<file path="config.mk">
export PLATFORM = sky130hd
export DESIGN_NAME = usi_two_wire
export DESIGN_NICKNAME = d
export VERILOG_FILES = /design/src/common/usi_pkg.sv /design/src/hdl/usi_counter.sv /design/src/hdl/usi_sync.sv /design/src/hdl/usi_two_wire.sv
export SDC_FILE = /design/constraint.sdc
export NUM_CORES = 1
export LEC_CHECK = 0
export BUFFER_PORTS_ARGS = -buffer_cell sky130_fd_sc_hd__buf_2
export CELL_PAD_IN_SITES_DETAIL_PLACEMENT = 0
export CELL_PAD_IN_SITES_GLOBAL_PLACEMENT = 2
export CORE_UTILIZATION = 29
export CTS_CLUSTER_SIZE = 16
export DETAILED_ROUTE_END_ITERATION = 10
export PLACE_DENSITY = 0.81
export SYNTH_ARGS = -nofsm -noshare
export SYNTH_HDL_FRONTEND = slang
export SYNTH_SLANG_ARGS = --single-unit
</file>
<file path="constraint.sdc">
create_clock -name clk_sys_i -period 4.42 [get_ports clk_sys_i]
set_input_delay 1.105 -clock clk_sys_i [delete_from_list [all_inputs] [get_ports clk_sys_i]]
set_output_delay 1.105 -clock clk_sys_i [all_outputs]
set_load 0.05 [all_outputs]
</file>
<file path="src/common/usi_pkg.sv">
/*
  Shared constants, carriers and mode codes for the two-wire serial interface block.
  Assumes a 100 MHz system clock; the timing counts are derived from that rate.
*/
package usi_pkg;

  localparam int DATA_W = 8;
  localparam int CNT_W = 4;
  localparam int MSB_POS = DATA_W - 1;

  // Wire mode codes; bit 1 set selects the two-wire modes.
  localparam logic [1:0] MODE_OFF = 2'h0;
  localparam logic [1:0] MODE_THREE = 2'h1;
  localparam logic [1:0] MODE_TWO = 2'h2;
  localparam logic [1:0] MODE_TWO_HOLD = 2'h3;

  // Clock source codes; bit 1 set selects the external clock pin.
  localparam logic [1:0] CS_SOFT = 2'h0;
  localparam logic [1:0] CS_TIMER = 2'h1;
  localparam logic [1:0] CS_EXT_POS = 2'h2;
  localparam logic [1:0] CS_EXT_NEG = 2'h3;

  localparam logic [CNT_W-1:0] CNT_RST = 4'h0;
  localparam logic [CNT_W-1:0] CNT_MAX = 4'hF;
  localparam logic [CNT_W-1:0] CNT_ACK_PRELOAD = 4'hE;
  localparam logic [DATA_W-1:0] DATA_RST = 8'h00;
  localparam logic LATCH_RST = 1'h1;
  localparam logic [1:0] LINE_IDLE = 2'h3;

  // Data line delay ahead of start detection, least figure, rounded up.
  localparam int CLK_PERIOD_NS = 10;
  localparam int SDA_DLY_NS = 50;
  localparam int SDA_DLY_CYC = (SDA_DLY_NS + CLK_PERIOD_NS - 1) / CLK_PERIOD_NS;

  typedef struct packed {
    logic scl;
    logic sda;
  } usi_line_t;

  typedef struct packed {
    logic [1:0] wire_mode;
    logic [1:0] clock_source_select;
    logic clock_strobe_select;
  } usi_cfg_t;

  typedef struct packed {
    logic start;
    logic ovf;
  } usi_flags_t;

endpackage

</file>
<file path="src/hdl/usi_counter.sv">
/*
  Wrapping edge counter with a software load port and a wrap pulse.
  Assumes load and increment come from logic on clk_sys_i.
*/
`timescale 1ns/1ps
module usi_counter #(
  parameter int W = 4
) (
  input wire logic clk_sys_i,
  input wire logic rst_n_i,
  input wire logic load_i,
  input wire logic [W-1:0] load_val_i,
  input wire logic inc_i,
  output logic [W-1:0] cnt_o,
  output logic wrap_o
);

  logic [W-1:0] cnt_q;

  // A software load wins over a coincident count.
  always_ff @(posedge clk_sys_i) begin
    if (!rst_n_i) begin
      cnt_q <= '0;
    end else if (load_i) begin
      cnt_q <= load_val_i;
    end else if (inc_i) begin
      cnt_q <= W'(cnt_q + 1'b1);
    end
  end

  assign cnt_o = cnt_q;
  assign wrap_o = inc_i && !load_i && (&cnt_q);

endmodule

</file>
<file path="src/hdl/usi_sync.sv">
/*
  Two-flop synchroniser with edge detection on the synchronised level.
  Assumes the inputs are asynchronous to clk_sys_i and idle at RST_VAL.
*/
`timescale 1ns/1ps
module usi_sync #(
  parameter int W = 2,
  parameter logic [W-1:0] RST_VAL = '1
) (
  input wire logic clk_sys_i,
  input wire logic rst_n_i,
  input wire logic [W-1:0] async_i,
  output logic [W-1:0] level_o,
  output logic [W-1:0] rise_o,
  output logic [W-1:0] fall_o
);

  logic [W-1:0] meta_q;
  logic [W-1:0] sync_q;
  logic [W-1:0] prev_q;

  // Only the second stage reads the first one.
  always_ff @(posedge clk_sys_i) begin
    if (!rst_n_i) begin
      meta_q <= RST_VAL;
      sync_q <= RST_VAL;
      prev_q <= RST_VAL;
    end else begin
      meta_q <= async_i;
      sync_q <= meta_q;
      prev_q <= sync_q;
    end
  end

  assign level_o = sync_q;
  assign rise_o = sync_q & ~prev_q;
  assign fall_o = ~sync_q & prev_q;

endmodule

</file>
<file path="src/hdl/usi_two_wire.sv">
/*
  Serial interface core in two-wire mode: shift register, edge counter, start detector
  and clock line hold, with the stand-alone counter uses.
  Assumes open-drain pins resolved outside; software controls arrive as one-cycle pulses.
*/
// Function
// - Two-wire physical behaviour without slew limiting or input glitch filtering.
// - Master makes the clock in software; only the slave stretches it.
// - Every serial clock edge counts; counter wrap marks a finished transfer.
// - Data line pulled low by shift MSB zero or port bit zero.
// - Data falling while clock high sets the start flag, optional interrupt.
// - After start, clock held low from next falling edge until flag cleared.
// - Slave samples data into shift register on each rising clock edge.
// - After eight bits the counter wraps and the clock is forced low.
// - Unaddressed slave releases the clock and waits for the next start.
// - Acknowledge: data low one bit, counter preloaded with 14 first.
// - Direction bit one means slave drives data; otherwise master does.
// - Slave that cannot take more leaves the last acknowledge high.
// - Start detection only runs in two-wire mode.
// - Other modes: any clock pin edge sets flag for external counting sources.
// - Start detection can wake the core from power-down sleep.
// - Externally clocked counter counts both edges, usable stand-alone.
// - Counter cascades with the 8-bit timer to form 12 bits.
// - Counter preloaded to F wraps on one pin edge as an external interrupt.
// - A software clock strobe increments the counter, a software interrupt.
`timescale 1ns/1ps
module usi_two_wire (
  input wire logic clk_sys_i,
  input wire logic rst_n_i,
  input usi_pkg::usi_line_t line_i,
  output usi_pkg::usi_line_t line_o,
  output usi_pkg::usi_line_t line_oe_o,
  input usi_pkg::usi_cfg_t cfg_i,
  input wire logic data_pin_output_bit_i,
  input wire logic data_pin_direction_bit_i,
  input wire logic scl_pin_output_bit_i,
  input wire logic scl_pin_direction_bit_i,
  input wire logic clock_strobe_i,
  input wire logic timer0_ovf_i,
  input wire logic data_wr_i,
  input wire logic [usi_pkg::DATA_W-1:0] data_wdata_i,
  output logic [usi_pkg::DATA_W-1:0] data_o,
  input wire logic cnt_wr_i,
  input wire logic [usi_pkg::CNT_W-1:0] cnt_wdata_i,
  output logic [usi_pkg::CNT_W-1:0] cnt_o,
  output logic cnt_wrap_o,
  input usi_pkg::usi_flags_t flag_clr_i,
  input usi_pkg::usi_flags_t irq_en_i,
  output usi_pkg::usi_flags_t flags_o,
  output usi_pkg::usi_flags_t irq_o,
  output logic wake_o,
  output logic bus_busy_o
);

  localparam int DLY = usi_pkg::SDA_DLY_CYC;

  typedef enum logic {
    BUS_IDLE,
    BUS_BUSY
  } usi_bus_t;

  function automatic logic is_two_wire(input logic [1:0] mode);
    is_two_wire = (mode == usi_pkg::MODE_TWO) || (mode == usi_pkg::MODE_TWO_HOLD);
  endfunction

  function automatic logic is_ext_src(input logic [1:0] src);
    is_ext_src = (src == usi_pkg::CS_EXT_POS) || (src == usi_pkg::CS_EXT_NEG);
  endfunction

  usi_pkg::usi_line_t pin_q;
  usi_pkg::usi_line_t pin_rise;
  usi_pkg::usi_line_t pin_fall;
  usi_pkg::usi_line_t line_oe_q;
  logic [DLY-1:0] sda_dly_q;
  logic [usi_pkg::DATA_W-1:0] shift_q;
  logic [usi_pkg::CNT_W-1:0] cnt_q;
  logic latch_q;
  logic start_q;
  logic ovf_q;
  logic start_hold_q;
  usi_bus_t bus_q;
  logic two_wire;
  logic ext_src;
  logic pos_src;
  logic sda_fall_late;
  logic sda_rise_late;
  logic start_cond;
  logic stop_cond;
  logic edge_flag;
  logic start_set;
  logic shift_en;
  logic latch_edge;
  logic cnt_inc;
  logic cnt_wrap;
  logic scl_oe_d;
  logic sda_oe_d;

  // Pins are asynchronous; filtering is deliberately absent beyond the two flops.
  usi_sync #(
    .W(2),
    .RST_VAL(usi_pkg::LINE_IDLE)
  ) u_sync (
    .clk_sys_i(clk_sys_i),
    .rst_n_i(rst_n_i),
    .async_i(line_i),
    .level_o(pin_q),
    .rise_o(pin_rise),
    .fall_o(pin_fall)
  );

  assign two_wire = is_two_wire(cfg_i.wire_mode);
  assign ext_src = is_ext_src(cfg_i.clock_source_select);
  assign pos_src = cfg_i.clock_source_select == usi_pkg::CS_EXT_POS;

  // The data line is delayed so the clock line is sampled after it has settled.
  always_ff @(posedge clk_sys_i) begin
    if (!rst_n_i) begin
      sda_dly_q <= '1;
    end else begin
      sda_dly_q <= {sda_dly_q[DLY-2:0], pin_q.sda};
    end
  end

  assign sda_fall_late = sda_dly_q[DLY-1] && !sda_dly_q[DLY-2];
  assign sda_rise_late = !sda_dly_q[DLY-1] && sda_dly_q[DLY-2];
  assign start_cond = two_wire && sda_fall_late && pin_q.scl;
  assign stop_cond = two_wire && sda_rise_late && pin_q.scl;

  // Outside two-wire mode, with an external source and no strobe select, the flag marks any clock pin edge instead.
  assign edge_flag = !two_wire && ext_src && !cfg_i.clock_strobe_select
                     && (pin_rise.scl || pin_fall.scl);
  assign start_set = start_cond || edge_flag;

  // Shift source: pin edge, timer overflow, or software strobe.
  always_comb begin
    shift_en = 1'b0;
    latch_edge = 1'b0;
    case (cfg_i.clock_source_select)
      usi_pkg::CS_SOFT: begin
        shift_en = cfg_i.clock_strobe_select && clock_strobe_i;
      end
      usi_pkg::CS_TIMER: begin
        shift_en = timer0_ovf_i;
      end
      usi_pkg::CS_EXT_POS: begin
        shift_en = pin_rise.scl;
        latch_edge = pin_fall.scl;
      end
      usi_pkg::CS_EXT_NEG: begin
        shift_en = pin_fall.scl;
        latch_edge = pin_rise.scl;
      end
      default: begin
        shift_en = 1'b0;
        latch_edge = 1'b0;
      end
    endcase
  end

  // Pin counting takes both edges; the timer overflow cascades into 12 bits.
  always_comb begin
    if (ext_src && cfg_i.clock_strobe_select) begin
      cnt_inc = clock_strobe_i;
    end else if (ext_src) begin
      cnt_inc = pin_rise.scl || pin_fall.scl;
    end else begin
      cnt_inc = shift_en;
    end
  end

  // Software preload, such as 14 before an acknowledge or F for an edge interrupt.
  usi_counter #(
    .W(usi_pkg::CNT_W)
  ) u_cnt (
    .clk_sys_i(clk_sys_i),
    .rst_n_i(rst_n_i),
    .load_i(cnt_wr_i),
    .load_val_i(cnt_wdata_i),
    .inc_i(cnt_inc),
    .cnt_o(cnt_q),
    .wrap_o(cnt_wrap)
  );

  always_ff @(posedge clk_sys_i) begin
    if (!rst_n_i) begin
      shift_q <= usi_pkg::DATA_RST;
    end else if (data_wr_i) begin
      shift_q <= data_wdata_i;
    end else if (shift_en) begin
      shift_q <= {shift_q[usi_pkg::MSB_POS-1:0], pin_q.sda};
    end
  end

  // With an external clock the output latch moves on the opposite edge so the data line is stable while sampled; with the strobe or timer it moves with the shift.
  always_ff @(posedge clk_sys_i) begin
    if (!rst_n_i) begin
      latch_q <= usi_pkg::LATCH_RST;
    end else if (data_wr_i) begin
      latch_q <= data_wdata_i[usi_pkg::MSB_POS];
    end else if (latch_edge) begin
      latch_q <= shift_q[usi_pkg::MSB_POS];
    end else if (!ext_src && shift_en) begin
      latch_q <= shift_q[usi_pkg::MSB_POS-1];
    end
  end

  // A set in the same cycle as a clear wins, so no event is lost.
  always_ff @(posedge clk_sys_i) begin
    if (!rst_n_i) begin
      start_q <= 1'b0;
    end else if (start_set) begin
      start_q <= 1'b1;
    end else if (flag_clr_i.start) begin
      start_q <= 1'b0;
    end
  end

  always_ff @(posedge clk_sys_i) begin
    if (!rst_n_i) begin
      ovf_q <= 1'b0;
    end else if (cnt_wrap) begin
      ovf_q <= 1'b1;
    end else if (flag_clr_i.ovf) begin
      ovf_q <= 1'b0;
    end
  end

  // Start hold begins at the first falling clock edge after a start.
  always_ff @(posedge clk_sys_i) begin
    if (!rst_n_i) begin
      start_hold_q <= 1'b0;
    end else if (!two_wire || (flag_clr_i.start && !start_set)) begin
      start_hold_q <= 1'b0;
    end else if (start_q && pin_fall.scl) begin
      start_hold_q <= 1'b1;
    end
  end

  always_ff @(posedge clk_sys_i) begin
    if (!rst_n_i) begin
      bus_q <= BUS_IDLE;
    end else begin
      case (bus_q)
        BUS_IDLE: begin
          if (start_cond) begin
            bus_q <= BUS_BUSY;
          end
        end
        BUS_BUSY: begin
          if (stop_cond || !two_wire) begin
            bus_q <= BUS_IDLE;
          end
        end
        default: begin
          bus_q <= BUS_IDLE;
        end
      endcase
    end
  end

  // The slave only stretches; clock edges come from the port bit as master.
  assign scl_oe_d = (two_wire && (start_hold_q || ovf_q))
                    || (scl_pin_direction_bit_i && !scl_pin_output_bit_i);
  assign sda_oe_d = data_pin_direction_bit_i
                    && (!data_pin_output_bit_i || (two_wire && !latch_q));

  always_ff @(posedge clk_sys_i) begin
    if (!rst_n_i) begin
      line_oe_q <= '0;
    end else begin
      line_oe_q <= {scl_oe_d, sda_oe_d};
    end
  end

  // Open-drain: the pin only ever pulls low.
  assign line_o = '0;
  assign line_oe_o = line_oe_q;
  assign data_o = shift_q;
  assign cnt_o = cnt_q;
  assign cnt_wrap_o = cnt_wrap;
  assign flags_o = {start_q, ovf_q};
  assign irq_o = {start_q && irq_en_i.start, ovf_q && irq_en_i.ovf};
  assign bus_busy_o = bus_q == BUS_BUSY;

  // A start seen on the raw pins of an idle bus wakes the core while its clock is stopped.
  // This term skips the synchroniser on purpose: it only leaves the block, no state reads it.
  assign wake_o = start_q
                  || (two_wire && bus_q == BUS_IDLE && line_i.scl && !line_i.sda);
endmodule
</file>
* Word level (Yosys, flattened, before mapping)
Index checks and enable logic that the tools add are counted.
** Storage, ports and cells
- Word-level logic and storage cells :: 97
- Register bits :: 30
- Output and inout bits :: 23
- Bits of input ports :: 33
** Operators by class
- Reductions and logical operators :: 54
- Bitwise logic cells :: 6
- Equal/unequal tests :: 5
- Multiplexer cells :: 18
- Add/subtract/negate cells :: 1
** Operator list (count)
- 1-bit logical AND :: 25
- 8-bit two-way mux :: 2
- 1-bit logical NOT :: 11
- 1-bit two-way mux :: 11
- 1-bit logical OR :: 10
- 2-bit equality test (second input constant) :: 4
- 4-bit two-way mux :: 2
- 2-bit nonzero test :: 4
- 4-bit by 1-bit adder with 4-bit output (second input constant) :: 1
- 2-bit AND :: 2
- 2-bit NOT :: 2
- 1-bit case mux with 2 select lines :: 2
- 1-bit case mux with 4 select lines :: 1
- 4-bit AND reduction :: 1
- 3-bit nonzero test :: 1
- 2-bit by 1-bit equality test with 1-bit output (second input constant) :: 1
- 2-bit logical NOT :: 1
- 1-bit NOT :: 2
- 2-bit OR reduction :: 1

* Logic depth before layout (Yosys ltp)
- Depth after elaboration :: 11
- Depth in mapped cells :: 7
- Depth with buffers taken out :: 6

* Hierarchy
A second synthesis with hierarchy kept.
** Unflattened totals
- Cells, all modules :: 151
- Area total of the unflattened synthesis :: 1398.8 µm²
** Modules (own cells, without submodules)
- usi_two_wire :: cells an instance 111, instances 1, area each 1013.5 µm², seq. area each 400.4 µm²
- usi_counter :: cells an instance 24, instances 1, area each 202.7 µm², seq. area each 80.1 µm²
- usi_sync :: cells an instance 16, instances 1, area each 182.7 µm², seq. area each 120.1 µm²

* Worst setup path after synthesis
Ideal clock, no wire load.
- Kind :: input -> output
- From :: input cfg_i[2] (netlist bit)
- To :: output cnt_wrap_o
- Buffers on the path :: 1
- Slack :: 1.057 ns
- Required time :: 3.315 ns
- Data arrival time :: 2.258 ns
- Stages :: 3
- Cell sequence :: buf_4 -> o21a_1 -> a21oi_1
** Between the ends
- Word-level cells in the longest chain between the ends :: 6
- Elaborated cells on any way between the ends :: 11
- Classes of those cells :: eq/ne (3); mux (3); reduce/logical (5)
** RTL lines
- from (decl) :: RTL line usi_two_wire.sv:33 : input usi_pkg::usi_cfg_t cfg_i,
- 2-bit equality test, or another cell as far along :: RTL line usi_two_wire.sv:67, usi_two_wire.sv:138
- 1-bit case mux with 4 select lines / 1-bit logical OR (equally long branches) :: RTL line usi_two_wire.sv:138, usi_two_wire.sv:67
- 1-bit two-way mux / 1-bit logical AND (equally long branches) :: RTL line usi_two_wire.sv:164, usi_two_wire.sv:162
- 1-bit two-way mux * :: RTL line usi_two_wire.sv:162 : if (ext_src && cfg_i.clock_strobe_select) begin
- 1-bit logical AND * (2 in series) :: RTL line usi_counter.sv:32 : assign wrap_o = inc_i && !load_i && (&cnt_q);
- to (decl) :: RTL line usi_two_wire.sv:46 : output logic cnt_wrap_o,
Every way passes the cells marked *; elsewhere a longest branch is shown, timed or not.

* Worst setup path after layout
- From :: input cfg_i[0] (netlist bit)
- To :: output cnt_wrap_o
** Between the ends
- Word-level cells in the longest chain between the ends :: 6
- Elaborated cells on any way between the ends :: 7
- Classes of those cells :: mux (3); reduce/logical (4)
** RTL lines
- 1-bit logical AND :: RTL line usi_two_wire.sv:140 : shift_en = cfg_i.clock_strobe_select && clock_strobe_i;
- 1-bit case mux with 4 select lines :: RTL line usi_two_wire.sv:138 : case (cfg_i.clock_source_select)
- 1-bit two-way mux :: RTL line usi_two_wire.sv:164 : end else if (ext_src) begin
- 1-bit two-way mux * :: RTL line usi_two_wire.sv:162
- 1-bit logical AND * (2 in series) :: RTL line usi_counter.sv:32
Marked as above.

==> impl_metrics.json <==
{
  "cap_violations": 0,
  "power.switching_uw": 192,
  "cp-start-kind": "input port",
  "rr_worst_depth": 6,
  "crit_type": "input port to primary output",
  "mostFrequentLayoutCells": "buf_2, dfxtp_1, o21ai_0, a21oi_1, nand2b_1",
  "p_sw_share_pct": 31.2,
  "finalPower_uw": 615,
  "synthCells": 151,
  "cp_top_family": "buffers and inverters",
  "cp_common_cell": "buf_2",
  "core_area_sq_um": 4440,
  "vias_per_cell": 4.89,
  "wl_per_cell_microns": 12.3,
  "grt_pass1_wl_mm": 5.22,
  "first_iter_violations": 59,
  "seq_power_share_pct": 46.4,
  "start_util_pct": 30.8,
  "postCtsHoldBufs": 0,
  "finalCritPeriodShare_pct": 73.4,
  "internal_power_uw": 423,
  "layout.nets": 237,
  "synth_edf_count": 0,
  "cts_tree": "yes",
  "violations": "design-rule violations",
  "syn_to_final_growth_pct": 25.3,
  "critPathArrivalTime_ps": 2140,
  "synth_ff_type": "dfxtp_1",
  "rows": 24,
  "ys_types": 38,
  "r2r-start": "u_sync.level_o[1]",
  "synth_area_sq_um": 1370,
  "setup.worst_path.end_class": "primary output",
  "p_leak_nw": 0.798,
  "clockRootBuffer": "clkbuf_8",
  "period_needed_ps": 3250,
  "gp_congestion": 0.780,
  "tightest_slew_ps": 595,
  "drt-pass1-iter-count": 7,
  "placed_cell_area_sq_um": 1630,
  "yosysWarningCount": 0,
  "vias": 1241,
  "cts.clk_slew.worst_paths_ps": 60,
  "whs_endpoint": "u_sync.level_o[1]",
  "dieArea_sq_um": 5000,
  "power_density_nw_per_um2": 358,
  "wirelength_mm": 3.13,
  "die_h_microns": 70.7,
  "layout_commonest_cell": "buf_2",
  "r2r_setup_slack_ps": 2740,
  "p_clk_share_pct": 33.9,
  "finClkSkew_ps": 4.40,
  "min_from": "u_sync.meta_q[1]",
  "clockBufferDepth": 2,
  "die_x_microns": 70.7,
  "grt_pass1_vias": 1139,
  "critPathMaxFanout": 4,
  "setup_tns_ps": 0,
  "worst_path_max_delay_cell": "buf_2",
  "h-tree-depth": 2,
  "setup_viol": 0,
  "final_util_pct": 38.6,
  "crit_chain": "buf_2 -> nor2_1 -> o21ai_0 -> a21oi_1 -> buf_2",
  "hpwl_mm": 2.29,
  "relSlewSlack_pct": 60.3,
  "rsz0062_at_grt": "no",
  "drive_gt1_share_pct": 31.7,
  "synth_seq_area_share_pct": 42.4,
  "cts.sinks": 29,
  "grt_max_degree": 34,
  "num_antenna_cells": 0,
  "fillers": 484,
  "clk_latency_ps": 280,
  "rr_endpoint": "data_o[3]",
  "ir_worst_vdd_mv": 0.120,
  "hp-class": "flip-flop to flip-flop",
  "synthArstFlopShare_pct": 0,
  "drc_errors": 13,
  "max_freq_mhz": 308,
  "ant_nets": 0,
  "slew_viol_final": 0,
  "crit_buf_inv": 2,
  "portBuffers": 52,
  "numCtsBuffers": 5,
  "io_pins": 56,
  "syn_avg_cell_area_sq_um": 9.07,
  "status": "finished with violations",
  "post-cts-setup-buffers": 0,
  "whs_path_depth": 1,
  "cp.required_ps": 3310,
  "antenna_found_initial": 0,
  "grtUsageTotal_pct": 13.2,
  "finalHoldViolCount": 0,
  "power_frac_comb_pct": 19.6,
  "post_cts_resized": 0,
  "slowest_delay_ps": 300,
  "final_cell_area_sq_um": 1720,
  "ys_ff_latch": 29,
  "grt_overflow_total": 0
}
-- worst max-delay path by stage --
stage,slack [ps],endpoint,cells after the start,startpoint
detailed placement,1160,cnt_wrap_o,5,cfg_i[0]
global route,1020,cnt_wrap_o,5,cfg_i[0]
finish,1170,cnt_wrap_o,5,cfg_i[0]
CTS,1160,cnt_wrap_o,5,cfg_i[0]
floorplan,1060,cnt_wrap_o,3,cfg_i[2]
global placement,1160,cnt_wrap_o,5,cfg_i[0]
-- per-stage QoR --
step	setup slack [ps]	hold WS (ps)	cells
floorplan	1060	386	152
CTS	1160	403	254
global placement	1160	393	246
finish	1170	402	254
detailed placement	1160	393	246
global route	1020	411	254
-- final cells by class --
type	count	area (sq um)	share of cell area, %
multi-input cells	108	709	41.3
inverters	5	18.8	1.09
clock buffers	6	72.6	4.23
clock inverters	2	10.0	0.583
well taps	52	65.1	3.79
repair buffers	52	260	15.2
flip-flops and latches	29	581	33.8
-- flip-flops by register name, summed over array words and instances (netlist names), 2 cells and up --
signal and count:
data_o 8, line_oe_o 2, sda_dly_q 5, u_cnt.cnt_o 4, u_sync.level_o 2, u_sync.meta_q 2
-- cell usage after synthesis (2+ instances only) --
library cell | n | area [sq um]
o311ai_0 | 2 | 17.5
nor2_1 | 5 | 18.8
ha_1 | 3 | 37.5
mux2i_1 | 10 | 100
and2_1 | 3 | 18.8
nand2_1 | 7 | 26.3
nor2b_1 | 2 | 12.5
nand3_1 | 4 | 20.0
nand2b_1 | 12 | 75.1
dfxtp_1 | 29 | 581
inv_1 | 5 | 18.8
o21ai_0 | 16 | 80.1
buf_4 | 5 | 37.5
a21oi_1 | 16 | 80.1
and3_1 | 2 | 12.5
or2_2 | 2 | 12.5
o21a_1 | 4 | 30.0
a211oi_1 | 2 | 15.0
clkbuf_1 | 3 | 11.3
-- layer usage --
metal  up-vias  GRT usage (%)  wire length, microns
met5         -              0                     0
met2        37           20.6                  1420
met4         0           7.33                    69
met1       561           16.4                  1470
met3         7           3.70                   170
li1        636              -                     -
-- power groups by stage --
stage	Sequential (mW)	Clock [mW]	Combinational [mW]
6_report	0.285	0.209	0.121
3_5_place_dp	0.291	0	0.121
3_3_place_gp	0.291	0	0.120
4_1_cts	0.286	0.217	0.122
5_1_grt	0.288	0.226	0.131
2_1_floorplan	0.323	0	0.0570
-- cells by family after synthesis --
family	count (synthesis)	synth area share (%)
compound gates	51	23.3
fa+ha+maj	3	2.74
buf+inv	15	6.12
flops	29	42.4
mux	10	7.31
other cells	1	0.274
simple gates	42	17.9
No activity file was read; power rests on OpenSTA's default activity.
